## config.mk

```make
export PLATFORM = sky130hd
export DESIGN_NAME = arbl_bank
export DESIGN_NICKNAME = d
export VERILOG_FILES = /design/src/rtl/arbl_pkg.sv /design/src/rtl/arbl_bank.sv
export SDC_FILE = /design/constraint.sdc
export NUM_CORES = 1
export LEC_CHECK = 0
export BUFFER_PORTS_ARGS = -buffer_cell sky130_fd_sc_hd__buf_2
export CAP_MARGIN = 5
export CORE_MARGIN = 3
export CORE_UTILIZATION = 52
export DETAILED_ROUTE_END_ITERATION = 6
export PLACE_DENSITY_LB_ADDON = 0.08
export REMOVE_ABC_BUFFERS = 1
export SETUP_SLACK_MARGIN = 0.4
export SYNTH_ARGS = -nofsm -noshare
export SYNTH_HDL_FRONTEND = slang
export SYNTH_SLANG_ARGS = --single-unit
```

## constraint.sdc

```tcl
create_clock -name aclk -period 2.32 [get_ports aclk]
set_clock_uncertainty 0.2 [all_clocks]
set_input_delay 0 -clock aclk [delete_from_list [all_inputs] [get_ports aclk]]
set_output_delay 0 -clock aclk [all_outputs]
set_load 0.01 [all_outputs]
```

## src/rtl/arbl_pkg.sv

```systemverilog
// package: register indices, reset values and bus codes of the result bank
// assumes byte address = 4 * register index, 32-bit data words
package arbl_pkg;
  localparam int          ARBL_PAIRS       = 4;
  localparam int          ARBL_IDX_W       = 12;
  // printed offsets kept as register indices
  localparam logic [11:0] IDX_GIN8_HI      = 12'h59C;
  localparam logic [11:0] IDX_GIN8_LO      = 12'h59D;
  localparam logic [11:0] IDX_DIE_MAIN_HI  = 12'h5AE;
  localparam logic [11:0] IDX_DIE_MAIN_LO  = 12'h5AF;
  localparam logic [11:0] IDX_DIE_AUX_HI   = 12'h5B0;
  localparam logic [11:0] IDX_DIE_AUX_LO   = 12'h5B1;
  localparam logic [11:0] IDX_CELL_HI      = 12'h5B2;
  localparam logic [11:0] IDX_CELL_LO      = 12'h5B3;
  localparam logic [11:0] IDX_CTRL         = 12'h5C0;
  // control word fields
  localparam int          CTRL_SEL_LSB     = 0;
  localparam int          CTRL_SEL_W       = 5;
  localparam int          CTRL_LOCK_LSB    = 8;
  // reset values
  localparam logic [7:0]  RST_HI           = 8'h80;
  localparam logic [7:0]  RST_LO           = 8'h00;
  localparam logic [4:0]  RST_SEL          = 5'h00;
  // bus answers
  localparam logic [1:0]  RESP_OKAY        = 2'h0;
  localparam logic [1:0]  RESP_DECERR      = 2'h3;
endpackage

```

## src/rtl/arbl_bank.sv

```systemverilog
// module: read-only result byte bank with high/low coherence locks
// assumes converter result strobes come from logic on aclk; AXI4-Lite host
`timescale 1ns/1ps
module arbl_bank
  import arbl_pkg::*;
#(
  parameter int ADDR_W     = 16,
  parameter int CELL_COUNT = 6
) (
  input  wire logic              aclk,
  input  wire logic              aresetn,
  input  wire logic [ADDR_W-1:0] s_axi_awaddr,
  input  wire logic              s_axi_awvalid,
  output logic                   s_axi_awready,
  input  wire logic [31:0]       s_axi_wdata,
  input  wire logic [3:0]        s_axi_wstrb,
  input  wire logic              s_axi_wvalid,
  output logic                   s_axi_wready,
  output logic [1:0]             s_axi_bresp,
  output logic                   s_axi_bvalid,
  input  wire logic              s_axi_bready,
  input  wire logic [ADDR_W-1:0] s_axi_araddr,
  input  wire logic              s_axi_arvalid,
  output logic                   s_axi_arready,
  output logic [31:0]            s_axi_rdata,
  output logic [1:0]             s_axi_rresp,
  output logic                   s_axi_rvalid,
  input  wire logic              s_axi_rready,
  input  wire logic              general_input_eight_valid,
  input  wire logic [15:0]       general_input_eight_result,
  input  wire logic              die_temp_main_valid,
  input  wire logic [15:0]       die_temp_main_result,
  input  wire logic              die_temp_aux_valid,
  input  wire logic [15:0]       die_temp_aux_result,
  input  wire logic              redundant_cell_voltage_valid,
  input  wire logic [15:0]       redundant_cell_voltage_result,
  output logic [4:0]             redundant_channel_select
);

  // pair order: 0 input eight, 1 main die, 2 aux die, 3 cell voltage
  logic [ARBL_PAIRS-1:0] upd;
  logic [15:0]           upd_data [ARBL_PAIRS];
  logic [11:0]           hi_idx   [ARBL_PAIRS];
  logic [15:0]           live_r   [ARBL_PAIRS];
  logic [7:0]            hold_r   [ARBL_PAIRS];
  logic [ARBL_PAIRS-1:0] lock_r;
  logic [ARBL_PAIRS-1:0] rd_hi;
  logic [ARBL_PAIRS-1:0] rd_lo;
  logic                  sel_single;
  logic                  ar_take;
  logic [11:0]           ar_idx;
  logic [11:0]           aw_idx;

  // bus channel registers and next values
  logic                  aw_hold_r;
  logic                  aw_hold_nxt;
  logic [11:0]           aw_idx_r;
  logic [11:0]           aw_idx_nxt;
  logic                  w_hold_r;
  logic                  w_hold_nxt;
  logic [31:0]           w_data_r;
  logic [31:0]           w_data_nxt;
  logic                  w_strb0_r;
  logic                  w_strb0_nxt;
  logic                  awready_r;
  logic                  awready_nxt;
  logic                  wready_r;
  logic                  wready_nxt;
  logic                  bvalid_r;
  logic                  bvalid_nxt;
  logic [1:0]            bresp_r;
  logic [1:0]            bresp_nxt;
  logic                  arready_r;
  logic                  arready_nxt;
  logic                  rvalid_r;
  logic                  rvalid_nxt;
  logic [31:0]           rdata_r;
  logic [31:0]           rdata_nxt;
  logic [1:0]            rresp_r;
  logic [1:0]            rresp_nxt;
  logic [4:0]            sel_r;
  logic [4:0]            sel_nxt;

  // single-channel select codes are 1..CELL_COUNT
  assign sel_single = (sel_r != 5'h00) &&
                      (32'(sel_r) <= 32'(CELL_COUNT));

  assign upd[0]      = general_input_eight_valid;
  assign upd_data[0] = general_input_eight_result;

  assign upd[1]      = die_temp_main_valid;
  assign upd_data[1] = die_temp_main_result;

  assign upd[2]      = die_temp_aux_valid;
  assign upd_data[2] = die_temp_aux_result;

  // signed word stored as is: high byte = bits 15:8
  assign upd[3]      = redundant_cell_voltage_valid && sel_single;
  assign upd_data[3] = redundant_cell_voltage_result;

  assign hi_idx[0]   = IDX_GIN8_HI;
  assign hi_idx[1]   = IDX_DIE_MAIN_HI;
  assign hi_idx[2]   = IDX_DIE_AUX_HI;
  assign hi_idx[3]   = IDX_CELL_HI;

  assign ar_take = s_axi_arvalid && arready_r;
  assign ar_idx  = s_axi_araddr[2 +: ARBL_IDX_W];
  assign aw_idx  = s_axi_awaddr[2 +: ARBL_IDX_W];

  // per-pair result storage and low-byte freeze
  for (genvar i = 0; i < ARBL_PAIRS; i++) begin : g_pair
    logic [15:0] live_nxt;
    logic [7:0]  hold_nxt;
    logic        lock_nxt;

    // low byte sits at the index after its high byte
    assign rd_hi[i] = ar_take && (ar_idx == hi_idx[i]);
    assign rd_lo[i] = ar_take && (ar_idx == hi_idx[i] + 12'h001);

    always_comb begin
      live_nxt = upd[i] ? upd_data[i] : live_r[i];
      hold_nxt = hold_r[i];
      lock_nxt = lock_r[i];
      // high read snapshots low and freezes it
      if (rd_hi[i]) begin
        hold_nxt = live_r[i][7:0];
        lock_nxt = 1'b1;
      end else if (rd_lo[i]) begin
        lock_nxt = 1'b0; // both bytes read: release
      end
    end

    always_ff @(posedge aclk) begin
      if (!aresetn) begin
        live_r[i] <= {RST_HI, RST_LO};
        hold_r[i] <= RST_LO;
        lock_r[i] <= 1'b0;
      end else begin
        live_r[i] <= live_nxt;
        hold_r[i] <= hold_nxt;
        lock_r[i] <= lock_nxt;
      end
    end
  end

  // low byte as the host sees it: snapshot while locked
  function automatic logic [7:0] lo_view(input int k);
    lo_view = lock_r[k] ? hold_r[k] : live_r[k][7:0];
  endfunction

  // write channel: address and data taken in either order
  always_comb begin
    aw_hold_nxt = aw_hold_r;
    aw_idx_nxt  = aw_idx_r;
    w_hold_nxt  = w_hold_r;
    w_data_nxt  = w_data_r;
    w_strb0_nxt = w_strb0_r;
    bvalid_nxt  = bvalid_r;
    bresp_nxt   = bresp_r;
    sel_nxt     = sel_r;

    if (s_axi_awvalid && awready_r) begin
      aw_hold_nxt = 1'b1;
      aw_idx_nxt  = aw_idx;
    end

    if (s_axi_wvalid && wready_r) begin
      w_hold_nxt  = 1'b1;
      w_data_nxt  = s_axi_wdata;
      w_strb0_nxt = s_axi_wstrb[0];
    end

    if (bvalid_r && s_axi_bready) begin
      bvalid_nxt = 1'b0;
    end

    if (aw_hold_r && w_hold_r && !bvalid_r) begin
      aw_hold_nxt = 1'b0;
      w_hold_nxt  = 1'b0;
      bvalid_nxt  = 1'b1;
      bresp_nxt   = RESP_OKAY;
      unique case (aw_idx_r)
        IDX_CTRL: begin
          if (w_strb0_r) begin
            sel_nxt = w_data_r[CTRL_SEL_LSB +: CTRL_SEL_W];
          end
        end
        // result bytes: write dropped, no lock change
        IDX_GIN8_HI,
        IDX_GIN8_LO,
        IDX_DIE_MAIN_HI,
        IDX_DIE_MAIN_LO,
        IDX_DIE_AUX_HI,
        IDX_DIE_AUX_LO,
        IDX_CELL_HI,
        IDX_CELL_LO: bresp_nxt = RESP_OKAY;
        default: bresp_nxt = RESP_DECERR;
      endcase
    end

    awready_nxt = !aw_hold_nxt;
    wready_nxt  = !w_hold_nxt;
  end

  // write channel registers
  always_ff @(posedge aclk) begin
    if (!aresetn) begin
      aw_hold_r <= 1'b0;
      aw_idx_r  <= 12'h000;
      w_hold_r  <= 1'b0;
      w_data_r  <= 32'h0000_0000;
      w_strb0_r <= 1'b0;
      awready_r <= 1'b0;
      wready_r  <= 1'b0;
      bvalid_r  <= 1'b0;
      bresp_r   <= RESP_OKAY;
      sel_r     <= RST_SEL;
    end else begin
      aw_hold_r <= aw_hold_nxt;
      aw_idx_r  <= aw_idx_nxt;
      w_hold_r  <= w_hold_nxt;
      w_data_r  <= w_data_nxt;
      w_strb0_r <= w_strb0_nxt;
      awready_r <= awready_nxt;
      wready_r  <= wready_nxt;
      bvalid_r  <= bvalid_nxt;
      bresp_r   <= bresp_nxt;
      sel_r     <= sel_nxt;
    end
  end

  // read channel: one read in flight, answer the edge after the take
  always_comb begin
    rvalid_nxt = rvalid_r;
    rdata_nxt  = rdata_r;
    rresp_nxt  = rresp_r;

    if (rvalid_r && s_axi_rready) begin
      rvalid_nxt = 1'b0;
    end

    if (ar_take) begin
      rvalid_nxt = 1'b1;
      rresp_nxt  = RESP_OKAY;
      rdata_nxt  = 32'h0000_0000;
      unique case (ar_idx)
        IDX_GIN8_HI:     rdata_nxt[7:0] = live_r[0][15:8];
        IDX_GIN8_LO:     rdata_nxt[7:0] = lo_view(0);
        IDX_DIE_MAIN_HI: rdata_nxt[7:0] = live_r[1][15:8];
        IDX_DIE_MAIN_LO: rdata_nxt[7:0] = lo_view(1);
        IDX_DIE_AUX_HI:  rdata_nxt[7:0] = live_r[2][15:8];
        IDX_DIE_AUX_LO:  rdata_nxt[7:0] = lo_view(2);
        IDX_CELL_HI:     rdata_nxt[7:0] = live_r[3][15:8];
        IDX_CELL_LO:     rdata_nxt[7:0] = lo_view(3);
        IDX_CTRL: begin
          rdata_nxt[CTRL_SEL_LSB +: CTRL_SEL_W] = sel_r;
          rdata_nxt[CTRL_LOCK_LSB +: ARBL_PAIRS] = lock_r;
        end
        default: rresp_nxt = RESP_DECERR;
      endcase
    end

    arready_nxt = !rvalid_nxt;
  end

  // read channel registers
  always_ff @(posedge aclk) begin
    if (!aresetn) begin
      arready_r <= 1'b0;
      rvalid_r  <= 1'b0;
      rdata_r   <= 32'h0000_0000;
      rresp_r   <= RESP_OKAY;
    end else begin
      arready_r <= arready_nxt;
      rvalid_r  <= rvalid_nxt;
      rdata_r   <= rdata_nxt;
      rresp_r   <= rresp_nxt;
    end
  end

  // outputs driven straight from registers
  assign s_axi_awready            = awready_r;
  assign s_axi_wready             = wready_r;
  assign s_axi_bvalid             = bvalid_r;
  assign s_axi_bresp              = bresp_r;
  assign s_axi_arready            = arready_r;
  assign s_axi_rvalid             = rvalid_r;
  assign s_axi_rdata              = rdata_r;
  assign s_axi_rresp              = rresp_r;
  assign redundant_channel_select = sel_r;

endmodule

```

==> results of run 1 <==
-- where the power goes --
part	total (W)	internal (W)	switching, W
Combinational	0.000681	0.000392	0.000290
Sequential	0.00261	0.00255	0.0000583
Clock	0.00279	0.00180	0.000986
-- cell usage in the layout, fill, tap and decap left out, types with 4 or more instances in the layout --
| cell type | count |
|---|---|
| dlygate4sd3_1 | 161 |
| dfxtp_1 | 142 |
| buf_2 | 130 |
| mux2i_1 | 113 |
| nor2_1 | 113 |
| nand2_1 | 57 |
| a21oi_1 | 41 |
| nand3_1 | 24 |
| conb_1 | 20 |
| buf_4 | 20 |
| clkbuf_16 | 17 |
| mux2_2 | 14 |
| nor3_1 | 13 |
| nand4_1 | 9 |
| mux4_2 | 7 |
| o21ai_0 | 6 |
| clkbuf_1 | 6 |
| and2_1 | 5 |
| mux2_4 | 5 |
| a22o_1 | 5 |
| clkbuf_8 | 4 |
| buf_6 | 4 |
-- routing by layer --
| layer | wire, um | global-route usage | vias to the layer above | part of all wire |
|---|---|---|---|---|
| li1 | - | - | 2903 | - |
| met1 | 7970 | 0.342 | 2845 | 0.43 |
| met2 | 9100 | 0.476 | 233 | 0.49 |
| met3 | 1080 | 0.0627 | 42 | 0.058 |
| met4 | 496 | 0.118 | 0 | 0.027 |
| met5 | 0 | 0 | - | 0 |
-- Yosys cell counts, types with 9 or more instances --
cell / number
nor2_1: 114
nor3_1: 13
nand2_1: 57
mux2i_1: 113
buf_4: 24
mux2_2: 16
buf_2: 17
nand3_1: 24
nand4_1: 9
clkbuf_1: 22
a21oi_1: 41
dfxtp_1: 144
-- cell families after synthesis --
| kind of cell | synth area share |
|---|---|
| flops | 0.450 |
| mux | 0.237 |
| other cells | 0.000586 |
| simple gates | 0.180 |
| compound gates | 0.0698 |
| buf+inv | 0.0622 |
-- stage by stage --
stage	cells	power, W	hold slack (ns)	util
after floorplan	627	0.00286	-0.138	-
after global placement	920	0.00306	0.0120	0.604
after detailed placement	920	0.00307	0.0163	0.604
after CTS	1115	0.00607	0.0164	0.797
after global routing	1118	0.00627	0.0802	0.802
final	1119	0.00608	0.0524	0.802
-- area by class of cell --
class	count	share of cell area
diodes	1	0.000266
inverters	2	0.000933
multi-input cells	481	0.344
repair buffers	316	0.264
well taps	143	0.0191
clock buffers	27	0.0536
clock inverters	5	0.0107
flip-flops and latches	144	0.307
-- flip-flops by register name (all words and copies together) (netlist names), 4 cells and up --
register                  flops
live_r                       64
hold_r                       32
aw_idx_r                     12
s_axi_rdata                  12
redundant_channel_select      5
w_data_r                      5
lock_r                        4
-- worst paths after layout --
check,slack (ns),endpoint,from
worst min-delay path,0.05,s_axi_rresp[0],s_axi_araddr[4]
worst max register to register,0.38,s_axi_rdata[4],lock_r[3]
worst min register to register,0.25,s_axi_rdata[10],s_axi_rdata[10]
worst max-delay path,0.38,s_axi_rdata[4],lock_r[3]
-- repair_timing --
item                                   4_1_cts  5_1_grt
setup endpoints to repair                    5       54
setup buffers                                0        5
endpoints found under the hold margin       97        1
gates resized for setup                      7       14
pin swaps                                    2        5
hold buffers                               163        1
-- worst max-delay path, cell delays in order (launching register included) --
cell	delay, ns
dfxtp_2	0.34
buf_6	0.12
mux2_4	0.30
mux4_2	0.48
a22o_1	0.20
o21ai_2	0.11
a21oi_1	0.07
==> metrics.yaml, run 1 <==
run_status:
  status: "completed"
routing:
  ant_nets: 0
  drc_errors: 0
  dr.first_iter.drc_count: 438
  drt_wl_total_um: 18600
  vias: 6023
  vias_per_cell: 5.38
  wire_per_inst_um: 16.7
  drtPass1Iterations: 5
synth:
  yosysUniqueCellTypes: 53
  synth_edf_count: 0
  yosysTopAreaCell: "dfxtp_1"
  postSynthRegisterBits: 144
  synth_top_area_frac: 0.450
  synthCells: 676
  synth_flop_cell: "dfxtp_1"
  avgSynthCellArea_sq_um: 9.47
  syn_area_sq_um: 6400
  ys_seq_area_frac: 0.450
  synthArstFlopShare: 0
  yosys-top-cells-area: "dfxtp_1 45%, mux2i_1 18%, nor2_1 6.7%"
  synth_warnings: 0
final_layout:
  drive_above_1_share: 0.234
  design_area_sq_um: 9390
  seq_area_sq_um: 2890
  multi_input_area_sq_um: 3230
  num-fill-cells: 736
  fin_nets: 1105
  area_delta_synth_final_pct: 46.7
worst_setup_path:
  required_ns: 2.42
  ff2ff_path_depth: 6
  critPathMaxFanout: 5
  start_kind: "register"
  crit_type: "reg -> reg"
  endpoint_kind: "register"
  cp_data_arrival_time_ns: 2.03
clocking:
  clk_pin_slew_ns: 0.06
  cts_buffer_depth: 2
  cts_num_sinks: 144
  htreeDepth: 4
  cts_tree: "yes"
  clkLatencyLatePin_ns: 0.42
  root_buffer: "clkbuf_16"
  numCtsBuffers: 17
placement:
  post-dp-hpwl_um: 11100
  io_buffers: 130
  place_ws_ns: 0.321
  dpl-instance-area_sq_um: 7070
  gp_congestion: 0.854
sta:
  fin_crit_ns: 1.94
  setup_ws_ns: 0.383
  relSlewSlack: 0.634
  fin_crit_sh: 0.835
  hold_violations: 0
  setup_tns_ns: 0
  tightestPinTransition_ns: 0.549
  fmax_mhz: 516
  setup_violations: 0
  rsz0062_at_grt: "true"
  drv_slew: 0
grt:
  grt_antenna_before_repair: 0
  grt_pass1_wl_um: 29600
  grt.total_usage: 0.280
  grt_max_degree: 82
  first_global_vias: 6139
  grt.overflow.total: 0
die:
  core_sq_um: 11700
  initial_core_util: 0.546
  io-pin-count: 189
  die_h_um: 117
  die_w_um: 117
  die-area_sq_um: 13700
  rows: 39
power_and_ir_drop:
  vdd_drop_max_uv: 630
  p_leak_nw: 4.15
  powerDensity_nw_per_um2: 647
job:
  cap_violations: 0
worst_hold_path:
  min_path_type: "in -> reg"
  hold_depth: 5
No activity file was read; power rests on OpenSTA's default activity.
==> inputs of run 2 (changes only) <==
CORE_UTILIZATION = 47   (was 52)
clock period = 1.6 ns   (was 2.32 ns; I/O delays follow)
==> run 2 against run 1 <==
Net effect:
- register-to-register slack got worse by 0.69 ns
- power is 41% higher
- fmax increased by 1.7%
- utilization down 7.4 points
- sequential cell count did not move
- worst hold slack got worse by 0.11 ns
- sequential share of layout area is 0.66 points lower
- first-iteration DRC count shrank 16%
- cell count up 2.6%
- the flow now finishes with violations (negative hold slack, negative setup slack)
==> metrics.yaml, run 2 (synthesis gave the netlist of run 1 again) <==
grt:
  first_global_vias: 5851
  grt_antenna_before_repair: 0
  grt_max_degree: 51
  grt.overflow.total: 0
  grt_pass1_wl_um: 29300
  grt.total_usage: 0.252
die:
  rows: 42
  io-pin-count: 189
  initial_core_util: 0.481
  die-area_sq_um: 15100
  core_sq_um: 13300
  die_w_um: 123
  die_h_um: 123
power_and_ir_drop:
  swShare: 0.229
  p_leak_nw: 4.36
  switchingPower_w: 0.00196
  power_w: 0.00856
  intPower_w: 0.00661
  pwr-share-clk: 0.451
  powerDensity_nw_per_um2: 885
  comb_power_share: 0.107
  p_seq_frac: 0.442
  vdd_drop_max_uv: 761
worst_setup_path:
  crit_type: "reg -> reg"
  cp_data_arrival_time_ns: 2.00
  start_kind: "register"
  ff2ff_setup_slack_ns: -0.30
  endpoint_kind: "register"
  required_ns: 1.70
  critPathMaxFanout: 6
routing:
  drtPass1Iterations: 5
  drt_wl_total_um: 18800
  ant_nets: 0
  dr.first_iter.drc_count: 368
  vias: 5944
  wire_per_inst_um: 16.4
  vias_per_cell: 5.18
  drc_errors: 0
sta:
  setup_ws_ns: -0.304
  tightestPinTransition_ns: 0.560
  fin_crit_sh: 1.19
  hold_violations: 23
  relSlewSlack: 0.627
  setup_violations: 14
  fmax_mhz: 525
  fin_crit_ns: 1.90
  rsz0062_at_grt: "true"
  finalHoldWorstSlack_ns: -0.0580
  drv_slew: 0
final_layout:
  largest_registers: "live_r: 64 flops, hold_r: 32 flops"
  regMostFlops: "live_r"
  layout_common_cells: "124 x dfxtp_1, 121 x buf_2, 111 x nor2_1"
  fin_nets: 1103
  area_delta_synth_final_pct: 51.3
  largest_reg_flops: 64
  final_util: 0.728
  layout_commonest_cell: "dfxtp_1"
  design_area_sq_um: 9680
  drive_above_1_share: 0.361
  antenna_cells: 0
placement:
  post-dp-hpwl_um: 12600
  io_buffers: 130
  dpl-instance-area_sq_um: 7580
  gp_congestion: 0.933
clocking:
  cts_tree: "yes"
  numCtsBuffers: 17
  clkLatencyLatePin_ns: 0.42
  clk_pin_slew_ns: 0.06
  htreeDepth: 4
  cts_num_sinks: 144
  root_buffer: "clkbuf_16"
  cts_buffer_depth: 2
job:
  cap_violations: 0
worst_hold_path:
  min_path_type: "in -> reg"
run_status:
  violations: "negative hold slack, negative setup slack"
  status: "finished with violations"
==> run 2: cell count changes in the layout (fill, tap and decap cells not counted), moves of 7 or more <==
cell / before / now
dfxtp_2: 2 / 19
dfxtp_1: 142 / 124
buf_6: 4 / 32
nand3_1: 24 / 17
buf_2: 130 / 121
buf_4: 20 / 58
a21oi_2: 0 / 8
dlygate4sd3_1: 161 / 90
a21oi_1: 41 / 33
==> run 2: path summary, 6_finish.rpt <==
check / startpoint / to / cells after the start
worst max-delay path: lock_r[3] / s_axi_rdata[6] / 5
worst min-delay path: die_temp_main_valid / live_r[1][15] / 3
worst max register to register: lock_r[3] / s_axi_rdata[6] / 5
worst min register to register: aw_idx_r[0] / aw_idx_r[0] / 2
==> run 2: per-stage QoR <==
step           TNS, ns  hold slack (ns)  cells  setup WS [ns]
6_report         -2.03          -0.0580   1148         -0.304
5_1_grt          -3.10          -0.0512   1148         -0.373
4_1_cts          -1.96           -0.103   1140         -0.298
3_5_place_dp     -4.37           0.0265   1008         -0.360
3_3_place_gp     -3.48           0.0130   1008         -0.301
2_1_floorplan   -15.66           -0.138    627         -0.408
==> run 2: timing repair <==
action	4_1_cts	5_1_grt
cloned	3	1
pin swaps	29	28
hold endpoints to repair	107	44
resized for setup	84	43
setup endpoints to repair	80	151
setup buffers	8	7
hold buffers	90	1
==> run 2: power groups by stage <==
stage               Combinational (W)  Sequential [W]  Clock (W)
global route                  0.00101         0.00379    0.00406
global placement             0.000647         0.00385          0
floorplan                    0.000310         0.00383          0
finish                       0.000918         0.00379    0.00386
CTS                          0.000877         0.00378    0.00392
detailed placement           0.000664         0.00385          0
==> run 2: layout make-up <==
class	instances	area, sq um
Clock inverter	10	110
Inverter	2	12.5
Multi-Input combinational cell	481	3420
Clock buffer	21	470
Sequential cell	144	2910
Tap cell	176	220
Timing Repair inverter	1	5.00
Fill cell	1008	3610
Timing Repair Buffer	313	2530
==> run 2: layer usage <==
metal  global-route usage  up-vias  wire length (um)
li1                     -     2897                 -
met1                0.322     2829              8160
met2                0.421      184              9170
met3               0.0470       34              1030
met4               0.0966        0               461
met5                    0        -                 0
==> run 2: worst max-delay path, cell delays in order (launching register included) <==
cell and delay, ns:
dfxtp_2 0.34, buf_6 0.14, mux2_4 0.30, mux4_2 0.47, a222oi_1 0.26, nor3_1 0.08
==> inputs of run 3 (changes only) <==
ABC_AREA = 1   (was default)
CAP_MARGIN = 20   (was 5)
RECOVER_POWER = 100   (was default)
==> run 3 against run 2 <==
Net effect:
- the flow finishes with violations (negative hold slack)
- fmax grew 21%
- utilization up 4.7 points
- count of clock-buffer cells in the layout down 1
- sequential power barely moved
- combinational power up 12%
==> metrics.yaml, run 3 <==
worst_setup_path:
  required_ns: 1.71
  critPathMaxFanout: 8
  crit_type: "reg -> reg"
  cpLargestDelayFamily: "simple AND/OR/NAND/NOR gates"
  cpPeakStageDelay_ns: 0.32
  r2r-start: "aw_idx_r[2]"
  crit_buf_inv: 0
  endpoint_kind: "register"
  cp_data_arrival_time_ns: 1.69
  crit_start: "aw_idx_r[2]"
  cp_cell_sequence: "or2_1 -> nor2_1 -> nor3b_4 -> nand3_4 -> nor2_2 -> a211oi_2"
  start_kind: "register"
  crit_slowest_cell: "dfxtp_2"
grt:
  grt.overflow.total: 0
  grt_pass1_wl_um: 30300
  grt_max_degree: 50
  grt_antenna_before_repair: 0
  grt.total_usage: 0.253
  first_global_vias: 6350
clocking:
  root_buffer: "clkbuf_16"
  cts_num_sinks: 144
  numCtsBuffers: 17
  htreeDepth: 4
  clk_pin_slew_ns: 0.06
  cts_tree: "yes"
  clkLatencyLatePin_ns: 0.43
  cts_buffer_depth: 2
worst_hold_path:
  min_path_type: "in -> reg"
  worstHoldStart: "s_axi_arvalid"
job:
  cap_violations: 0
run_status:
  violations: "negative hold slack"
  status: "finished with violations"
final_layout:
  largest_reg_flops: 64
  area_delta_synth_final_pct: 59.7
  layout_common_cells: "141 x nor2_1, 134 x dfxtp_1, 106 x buf_2"
  layout_commonest_cell: "nor2_1"
  final_util: 0.776
  multi_input_area_sq_um: 3730
  seq_area_sq_um: 2910
  fin_nets: 1346
  regMostFlops: "live_r"
  drive_above_1_share: 0.340
  largest_registers: "live_r: 64 flops, hold_r: 32 flops"
  design_area_sq_um: 10400
  num-fill-cells: 1003
sta:
  fmax_mhz: 634
  fin_crit_sh: 0.986
  drv_slew: 0
  finalHoldWorstSlack_ns: -0.152
  hold_violations: 17
  fin_crit_ns: 1.58
  tightestPinTransition_ns: 0.669
  rsz0062_at_grt: "true"
  relSlewSlack: 0.554
  setup_tns_ns: 0
  setup_violations: 0
synth:
  yosys-top-cells-area: "dfxtp_1 44%, o21ai_0 11%, nor2_1 9.6%"
  yosysTopAreaCell: "dfxtp_1"
  synth_compound_area_frac: 0.181
  yosys.area_share.simple: 0.267
  synth_flop_cell: "dfxtp_1"
  postSynthRegisterBits: 144
  synthArstFlopShare: 0
  synth_top_area_frac: 0.443
  synth_common_cells: "166 x nor2_1, 144 x dfxtp_1, 144 x o21ai_0, 125 x nand2_1, 74 x inv_1"
  synth-adder-area-share: 0
  muxShareOfSynthArea: 0.00615
  yosysUniqueCellTypes: 32
  ys_seq_area_frac: 0.443
  synthCells: 918
  avgSynthCellArea_sq_um: 7.09
  syn_area_sq_um: 6510
  synth-xor-area-share: 0
  synth_top_family_by_area: "simple AND/OR/NAND/NOR gates"
  synth_warnings: 0
  synth.most_common_cell: "nor2_1"
  synth_edf_count: 0
placement:
  dpl-instance-area_sq_um: 7590
  post-dp-hpwl_um: 12300
  io_buffers: 130
  gp_congestion: 0.849
routing:
  dr.first_iter.drc_count: 520
  drtPass1Iterations: 5
  wire_per_inst_um: 15.3
  vias: 7217
  drt_wl_total_um: 21300
  vias_per_cell: 5.18
  ant_nets: 0
  drc_errors: 0
power_and_ir_drop:
  power_w: 0.00864
  vdd_drop_max_uv: 702
  p_leak_nw: 4.44
  powerDensity_nw_per_um2: 831
die:
  initial_core_util: 0.486
  core_sq_um: 13400
  die-area_sq_um: 15300
  die_h_um: 124
  rows: 42
  die_w_um: 124
  io-pin-count: 189
run 3: routing by layer:
layer / vias to the layer above / wire (um) / global-route usage
met4: 0 / 589 / 0.0747
li1: 3583 / - / -
met3: 51 / 993 / 0.0645
met2: 217 / 10800 / 0.428
met5: - / 0 / 0
met1: 3366 / 8870 / 0.318
run 3: worst register-to-register path: stages (launching register included):
cell	delay, ns
dfxtp_2	0.32
or2_1	0.23
nor2_1	0.10
nor3b_4	0.26
nand3_4	0.17
nor2_2	0.14
a211oi_2	0.05
run 3: logic make-up after synthesis:
family / count (synthesis)
AOI/OAI and AO/OA: 228
buffers and inverters: 147
DFF: 144
muxes: 4
other: 1
and+or+nand+nor: 394
run 3: timing repair:
action	4_1_cts	5_1_grt
endpoints found under the setup margin	76	147
buffers inserted	12	9
endpoints found under the hold margin	128	11
pin swaps	31	60
gates cloned	7	6
hold buffers	91	8
gates resized for setup	163	174
run 3: path summary, 6_finish.rpt:
| check | cells past startpoint | end | slack (ns) |
|---|---|---|---|
| hold reg to reg | 2 | hold_r[0][5] | 0.24 |
| setup / recovery | 6 | redundant_channel_select[2] | 0.02 |
| hold / removal | 5 | s_axi_rdata[7] | -0.15 |
| setup reg to reg | 6 | redundant_channel_select[2] | 0.02 |
run 3: power breakdown:
part / switching [W] / internal [W]
clock: 0.00158 / 0.00222
combinational: 0.000523 / 0.000503
sequential: 0.0000910 / 0.00372
total: 0.00220 / 0.00644
run 3: layout make-up:
type	instances	area share
Clock buffer	20	0.0439
Clock inverter	12	0.0108
Timing Repair inverter	1	0.00157
Multi-Input combinational cell	646	0.359
Tap cell	176	0.0212
Timing Repair Buffer	315	0.252
Inverter	78	0.0314
Antenna cell	1	0.000241
Sequential cell	144	0.280
run 3: metrics by stage:
step                      setup slack, ns  instances
after floorplan                    -0.467        868
after global placement           0.000250       1227
after detailed placement          -0.0206       1227
after CTS                          0.0265       1369
after global routing               -0.111       1392
final                              0.0229       1393
